### src/common/sleep_hold_pkg.sv
package sleep_hold_pkg;
   // Clock period and the documented times, each in its own unit
   localparam int CLK_PS  = 4000;
   localparam int LEAD_NS = 7;     // Inputs valid before the pin rises
   localparam int STOP_NS = 12;    // Latest stop of sampling after rise
   localparam int WAKE_US = 1;     // Latest return after the pin falls

   // Cycle counts: least time rounds up, longest rounds down
   localparam int LEAD_CYC = (LEAD_NS * 1000 + CLK_PS - 1) / CLK_PS;
   localparam int STOP_CYC = (STOP_NS * 1000) / CLK_PS;
   localparam int WAKE_CYC = (WAKE_US * 1000000) / CLK_PS;

   // Reset values
   localparam logic RST_CFG_EN = 1'b0;
   localparam logic RST_RUN    = 1'b1;

   // Run or frozen
   typedef enum logic {ST_RUN, ST_SLEEP} hold_state_t;
endpackage

### src/design/pin_power_down_hold.sv
// Summary of operation
// - With the option on, a high level on the sleep pin freezes the device in its hold state.
// - On entry all internal states and output values are captured and held unchanged.
// - An output that was high-impedance at entry stays high-impedance throughout.
// - While asleep every input except the sleep pin and the reset is ignored.
// - Input and I/O hold latches keep the last pin levels during sleep.
// - The feature is chosen only by a configuration option; when off the pin is ordinary logic.
// - With the option on, the sleep pin never feeds the logic array.
// - Sampling of inputs, enables and clocks stops within 12 ns of the pin rising.
// - Within 1 us of the pin falling, inputs are accepted again and outputs are valid.
module pin_power_down_hold
#(
   parameter int N_IN  = 8,   // Input pins held
   parameter int N_OUT = 8    // Output pins held
) (
   input  wire logic             clk_i,            // Core clock, 250 MHz
   input  wire logic             rstn_i,           // Async reset, active low
   input  wire logic             cfg_pd_en_i,      // Option strap, caught after reset
   input  wire logic             sleep_hold_pin_i, // Sleep pin from the board
   input  wire logic [N_IN-1:0]  pin_in_i,         // Input and I/O pin levels
   input  wire logic [N_OUT-1:0] core_out_i,       // Output data from the logic
   input  wire logic [N_OUT-1:0] core_oe_i,        // Output enables from the logic
   output logic      [N_IN-1:0]  core_in_o,        // Held pin levels to the logic
   output logic                  core_run_o,       // High: logic may clock and update
   output logic                  plain_pin_o,      // Sleep pin as ordinary logic input
   output logic      [N_OUT-1:0] pad_out_o,        // Data to the pads
   output logic      [N_OUT-1:0] pad_oe_o,         // Pad enables, high drives
   output logic                  asleep_o          // Device frozen
);
   import sleep_hold_pkg::*;

   // Rise sequence already spends two of the stop cycles in the synchroniser
   localparam int STOP_A = STOP_CYC - 2;
   localparam int WAKE_A = WAKE_CYC;

   // Synchronisers: the first stage is read only by the second
   logic              pd_meta;
   logic              pd_sync;
   logic [N_IN-1:0]   in_meta;
   logic [N_IN-1:0]   in_sync;

   // Configuration and control state
   logic              cfg_en;
   logic              cfg_loaded;
   hold_state_t       state;
   logic              run;
   logic              next_cfg_en;
   logic              next_cfg_loaded;
   hold_state_t       next_state;
   logic              next_run;
   logic              next_plain;
   logic              load;

   // Two-stage synchronisers for the sleep pin and the input pins
   always_ff @(posedge clk_i or negedge rstn_i)
   begin
      if (!rstn_i)
      begin
         pd_meta <= 1'b0;
         pd_sync <= 1'b0;
         in_meta <= '0;
         in_sync <= '0;
      end
      else
      begin
         pd_meta <= sleep_hold_pin_i;
         pd_sync <= pd_meta;
         in_meta <= pin_in_i;
         in_sync <= in_meta;
      end
   end

   // Option caught once at the first edge after release, never under reset
   always_comb
   begin
      next_cfg_loaded = 1'b1;
      next_cfg_en     = cfg_loaded ? cfg_en : cfg_pd_en_i;
   end

   always_ff @(posedge clk_i or negedge rstn_i)
   begin
      if (!rstn_i)
      begin
         cfg_loaded <= 1'b0;
         cfg_en     <= RST_CFG_EN;
      end
      else
      begin
         cfg_loaded <= next_cfg_loaded;
         cfg_en     <= next_cfg_en;
      end
   end

   // Sleep state machine; pin path is two sync stages plus this register
   always_comb
   begin
      next_state = state;
      unique case (state)
         ST_RUN:
            if (cfg_loaded && cfg_en && pd_sync)
               next_state = ST_SLEEP;
         ST_SLEEP:
            if (!pd_sync || !cfg_en)
               next_state = ST_RUN;
      endcase
      next_run   = (next_state == ST_RUN);
      // With the option on the pin is a control only, never logic data
      next_plain = cfg_en ? 1'b0 : pd_sync;
   end

   always_ff @(posedge clk_i or negedge rstn_i)
   begin
      if (!rstn_i)
      begin
         state       <= ST_RUN;
         run         <= RST_RUN;
         plain_pin_o <= 1'b0;
         asleep_o    <= 1'b0;
      end
      else
      begin
         state       <= next_state;
         run         <= next_run;
         plain_pin_o <= next_plain;
         asleep_o    <= !next_run;
      end
   end

   assign core_run_o = run;

   // Banks load only while running; the decision is the same next state that
   // freezes the logic, so inputs and outputs stop on the same edge
   assign load = next_run;

   // Input hold latches keep the pins' last levels for the logic
   hold_bank #(.W(N_IN)) u_in_hold (
      .clk_i  (clk_i),
      .rstn_i (rstn_i),
      .load_i (load),
      .d_i    (in_sync),
      .q_o    (core_in_o)
   );

   // Output data held, so registered and combinational outputs stay valid
   hold_bank #(.W(N_OUT)) u_out_hold (
      .clk_i  (clk_i),
      .rstn_i (rstn_i),
      .load_i (load),
      .d_i    (core_out_i),
      .q_o    (pad_out_o)
   );

   // Enables held too: a pad off at entry stays off until wake
   hold_bank #(.W(N_OUT)) u_oe_hold (
      .clk_i  (clk_i),
      .rstn_i (rstn_i),
      .load_i (load),
      .d_i    (core_oe_i),
      .q_o    (pad_oe_o)
   );
endmodule // pin_power_down_hold

### src/design/hold_bank.sv
// Bank of hold registers; the stored word comes out of a flip-flop
module hold_bank #(
   parameter int          W   = 8,
   parameter logic [W-1:0] RST = '0
) (
   input  wire logic         clk_i,   // Core clock
   input  wire logic         rstn_i,  // Async reset, active low
   input  wire logic         load_i,  // Capture d_i this edge
   input  wire logic [W-1:0] d_i,     // New word
   output logic      [W-1:0] q_o      // Held word
);
   logic [W-1:0] next_q;

   // Keep the old word unless told to load
   always_comb
   begin
      next_q = load_i ? d_i : q_o;
   end

   always_ff @(posedge clk_i or negedge rstn_i)
   begin
      if (!rstn_i)
         q_o <= RST;
      else
         q_o <= next_q;
   end
endmodule // hold_bank

### config.mk
export PLATFORM = sky130hd
export DESIGN_NAME = pin_power_down_hold
export DESIGN_NICKNAME = d
export VERILOG_FILES = /design/src/common/sleep_hold_pkg.sv /design/src/design/pin_power_down_hold.sv /design/src/design/hold_bank.sv
export SDC_FILE = /design/constraint.sdc
export NUM_CORES = 1
export LEC_CHECK = 0
export ABC_AREA = 1
export BUFFER_PORTS_ARGS = -buffer_cell sky130_fd_sc_hd__buf_4
export CORE_MARGIN = 2
export CORE_UTILIZATION = 45
export DETAILED_ROUTE_END_ITERATION = 6
export GPL_TIMING_DRIVEN = 1
export PLACE_DENSITY = 0.73
export REMOVE_ABC_BUFFERS = 1
export SETUP_SLACK_MARGIN = 0.2
export SLEW_MARGIN = 0
export SYNTH_ARGS = -nofsm -noshare
export SYNTH_HDL_FRONTEND = slang
export SYNTH_HIERARCHICAL = 1
export SYNTH_SLANG_ARGS = --single-unit
### constraint.sdc
create_clock -name clk_i -period 1.4 [get_ports clk_i]
set_input_delay 0.21 -clock clk_i [delete_from_list [all_inputs] [get_ports clk_i]]
set_output_delay 0.21 -clock clk_i [all_outputs]
set_load 0.03 [all_outputs]
; ---- Word level (Yosys, flattened, before mapping)
; Cells that the tools add are included.
[word_totals]
regBits = 47
elab_cells = 23
output_inout_bits = 27
[op_classes]
bitwise_logic = 2
muxes = 4
n_reduce_logical = 5
[op_table]
columns = cell, n
row1 = 2-to-1 mux 1 bit, 3
row2 = logical AND 1 bit, 2
row3 = zero test 1 bit, 2
row4 = inverter 1 bit, 2
row5 = one-hot mux 1 bit (2 select lines), 1
row6 = logical OR 1 bit, 1

; ---- Logic depth before layout (Yosys ltp)
[depth]
ltp_word = 5
mapped_depth = 7
depth_no_buf = 6

; ---- By module
; The synthesis kept the hierarchy.
[by_module_without_submodules]
columns = module, seq_area_each_um2, instances, cells_each, area_each_um2
row1 = hold_bank, 200.2, 3, 34, 305.3
row2 = pin_power_down_hold, 576.8, 1, 37, 629.4

; ---- Least setup slack after synthesis
; No wires, ideal clock.
[synth_path]
kind = reg2reg
start = register state
end = register u_in_hold.q_o[0]
path_buffers = 1
stages_incl_launch_ff = 8
required_ns = 1.282
path_slack_ns = 0.238
arrival_time_ns = 1.044
path_cell_list = dfrtp_1 -> inv_1 -> nand2_1 -> nand2_1 -> buf_6 -> inv_2 -> nand2_1 -> nand2_1
[synth_between]
elab_chain_len = 2
[synth_rtl]
columns = item, line
row1 = "start, declared", pin_power_down_hold.sv:45  ; hold_state_t state;
row2 = "start signal, assigned", pin_power_down_hold.sv:122  ; state <= next_state;
row3 = inverter 1 bit, pin_power_down_hold.sv:98  ; unique case (state)
row4 = one-hot mux 1 bit (2 select lines) *, pin_power_down_hold.sv:98
row5 = "end signal, assigned", hold_bank.sv:25  ; q_o <= next_q;
row6 = "end, declared", hold_bank.sv:10  ; output logic [W-1:0] q_o
; Mark *: on every way between the ends. The rest lies on a longest branch, timed or not.
; A chain may end at the register's enable or synchronous reset.

; ---- Worst setup path in the final report
[layout_path]
start = register run, in the netlist core_run_o
end = output core_run_o
[layout_lines]
columns = item, line
row1 = "start, declared", pin_power_down_hold.sv:46  ; logic run;
row2 = "start signal, assigned", pin_power_down_hold.sv:123  ; run <= next_run;
row3 = "end, declared", pin_power_down_hold.sv:24  ; output logic core_run_o,
; No word-level cell between the ends.

==> results.txt <==
----------------------------------------------------
[Run status]
  Status ... finished, final reports clean

[STA]
  RSZ-0062 raised after global routing ... yes
  Number of hold violations in the final report ... 0
  Pin slew with the least headroom to its limit ... 0.561 ns
  Number of setup violations in the final report ... 0
  Number of pins exceeding their max-slew limit in the final report ... 0
  Final worst slack ... 0.165 ns
  Max Freq ... 0.809 GHz
  Post-Route Skew ... 0.00607 ns
  Max-slew headroom ... 0.626
  Minimum clock period ... 1.24 ns
  Summed negative setup slack over all endpoints ... 0 ns
  WHS ... 0.0477 ns
  Final clock period utilization by the worst path ... 0.882

[GRT]
  Antenna violations before repair ... 0
  Via count of the first global-routing pass ... 1,155
  Wire length of the first global-routing pass ... 4820 um
  Global route total overflow ... 0
  Global routing usage summed across all routing layers ... 0.163
  Pin count of the biggest net entering global routing ... 48

[Drt]
  Sum of routed wire length over all layers ... 3100 um
  DRC marker count from the first detailed-route iteration ... 63
  Vias per std cell ... 4.43
  DRC violations left ... 0
  DR pass1 iterations ... 6
  Routed WL per cell ... 11.9 um
  Total via count after detailed routing ... 1,157
  Residual antenna-violating net count after detailed routing ... 0

[Floorplan]
  Area inside the core boundary ... 3310 um^2
  Die Span X ... 62.6 um
  Initial standard-cell utilization of the core ... 0.467
  Die Outline Area ... 3920 um^2
  Row cnt ... 21
  Count of pins on the block boundary ... 55
  Die height ... 62.6 um

[CTS]
  Clock root buffer ... sky130_fd_sc_hd__clkbuf_4
  Deepest clock path buffer count ... 2
  Clock transition time at the flip-flop clock pins of the worst setup and hold paths ... 0.12 ns
  Number of CTS-inserted buffers ... 5
  H-tree level count ... 2
  # clock sinks ... 47
  Insertion delay of the later-clocked pin in the worst-skew pair ... 0.35 ns
  CTS tree ... yes

[Finish]
  Share of cells above drive strength 1 ... 0.349
  End-of-flow core utilization ... 0.681
  Final nets ... 242
  Synth-to-Final Area Change ... 45.8%
  Antenna Diode Count ... 0

[Pwr]
  Reg power frac ... 0.565
  Largest voltage drop on the vdd net ... 0.704 mV
  Power density over the cells ... 1180 nW/um^2
  Internal power component ... 0.00196 W
  Overall power after layout ... 0.00266 W
  Net switching share of the total power ... 0.264
  Static power due to leakage ... 1.22 nW
  Proportion of power drawn by the clock network ... 0.254
  Logic gate share of total power ... 0.180
  Switching power total ... 0.000702 W

[Setup path]
  Launching element type of the critical path ... flip-flop
  Data arrival at the endpoint of the critical path ... 1.03 ns
  Total number of cells along the worst setup path ... 1
  R2R cell count ... 7
  Slowest CP cell ... sky130_fd_sc_hd__dfstp_2
  Critical path class ... reg -> out
  Slowest stage delay, CP ... 0.55 ns
  Worst Path Required ... 1.19 ns
  Reg-to-reg setup timing slack ... 0.26 ns
  Critical path buffer and inverter count ... 1
  Biggest fanout along the worst timing path ... 1
  Setup crit start ... core_run_o
  Cell family contributing the most delay on the critical path ... flip-flops
  Endpoint class of the critical path ... output port
  Cell Chain, Critical Path ... buf_6
  Critical R2R Capture ... u_out_hold/q_o[3]
  Reg2Reg Launch Point ... cfg_en

[Yosys]
  Number of distinct library cells after synthesis ... 8
  Count of warnings emitted by yosys ... 6
  Register area share after synthesis ... 0.762
  Top-area cell type share of the netlist area ... 0.745
  Leading cell types by total area after synthesis ... sky130_fd_sc_hd__dfrtp_1, sky130_fd_sc_hd__nand2_1, sky130_fd_sc_hd__buf_6
  Synthesis-stage register bit count ... 47
  Post-synthesis cell area ... 1550 um^2
  Mean post-synth cell area ... 11.1 um^2
  Post-synth top area cell ... sky130_fd_sc_hd__dfrtp_1
  Synth Instances ... 139

[Hold path]
  Number of cells traversed by the worst hold path ... 3
  Worst hold path class ... in -> reg
  End of the worst hold path ... u_oe_hold/q_o[0]
  Source of the worst hold timing path ... core_oe_i[0]

[Place]
  Worst slack, placed ... 0.227 ns
  Final weighted congestion of routability-driven global placement ... 0.653
  Total of buffers placed on input and output ports ... 54
  DP Wirelength ... 2070 um

[Run]
  Max-cap violations ... 0

----------------------------------------------------
## how the worst max path moves through the flow
stage                              endpoint  slack [ns]
after global placement    u_out_hold/q_o[5]        0.33
final                            core_run_o        0.16
after global routing             core_run_o        0.13
after floorplan            u_in_hold/q_o[6]       -0.09
after detailed placement   u_in_hold/q_o[4]        0.23
after CTS                        core_run_o        0.14
## placed cells by master (no fill, tap or decap)
cell	instances
sky130_fd_sc_hd__dfrtp_1	46
sky130_fd_sc_hd__nand2_2	2
sky130_fd_sc_hd__buf_12	1
sky130_fd_sc_hd__clkbuf_1	1
sky130_fd_sc_hd__inv_1	3
sky130_fd_sc_hd__buf_6	6
sky130_fd_sc_hd__clkbuf_16	1
sky130_fd_sc_hd__nand2_1	76
sky130_fd_sc_hd__clkbuf_8	2
sky130_fd_sc_hd__dfstp_2	1
sky130_fd_sc_hd__clkbuf_4	5
sky130_fd_sc_hd__inv_2	4
sky130_fd_sc_hd__dlygate4sd3_1	10
sky130_fd_sc_hd__nor2_1	3
sky130_fd_sc_hd__conb_1	1
sky130_fd_sc_hd__buf_4	53
## power by group through the flow
stage          clock (W)  combinational (W)  sequential, W
2_1_floorplan          0          0.0000757        0.00165
3_3_place_gp           0           0.000417        0.00152
3_5_place_dp           0           0.000431        0.00153
4_1_cts         0.000705           0.000454        0.00150
5_1_grt         0.000773           0.000516        0.00152
6_report        0.000676           0.000480        0.00150
## what timing repair did
action / 4_1_cts / 5_1_grt
endpoints found under the hold margin: 55 / 0
gates cloned: 0 / 1
hold buffers: 10 / 0
endpoints found under the setup margin: 1 / 30
setup buffers: 0 / 5
gates resized for setup: 1 / 9
pin swaps: 0 / 1
## layout make-up
type,instances,area [um^2]
fill,256,1060
clock buffer,8,68.8
sequential,47,1180
tap,46,57.6
multi-input combinational,82,313
inverter,7,26.3
timing repair buffer,71,611
## layer usage
layer  track usage  vias to the layer above  wire length (um)
li1              -                      561                 -
met1         0.166                      546              1150
met2         0.294                       43              1670
met3        0.0685                        7               235
met4        0.0667                        0                48
met5             0                        -                 0
## sequential cells by signal (all words and copies together) (netlist names), 8 cells and up
| signal | flops |
|---|---|
| u_oe_hold/q_o | 8 |
| in_sync | 8 |
| u_in_hold/q_o | 8 |
| in_meta | 8 |
| u_out_hold/q_o | 8 |
## cell families (layout without fill, tap and decap cells)
family,Yosys count,in the layout,share of synthesized area
simple gates,81,81,0.197
flops,47,47,0.762
buf+inv,10,86,0.0389
other cells,1,1,0.00243
## cell usage after synthesis
cell type,number
sky130_fd_sc_hd__inv_2,3
sky130_fd_sc_hd__nor2_1,3
sky130_fd_sc_hd__dfstp_2,1
sky130_fd_sc_hd__nand2_1,78
sky130_fd_sc_hd__dfrtp_1,46
sky130_fd_sc_hd__buf_6,3
sky130_fd_sc_hd__conb_1,1
sky130_fd_sc_hd__inv_1,4
## stage by stage
| step | std cells | instance area (um^2) |
|---|---|---|
| floorplan | 136 | 1510 |
| global placement | 237 | 1990 |
| detailed placement | 237 | 1990 |
| CTS | 255 | 2170 |
| global route | 261 | 2250 |
| finish | 261 | 2250 |
Power figures use the tool's default switching activity.
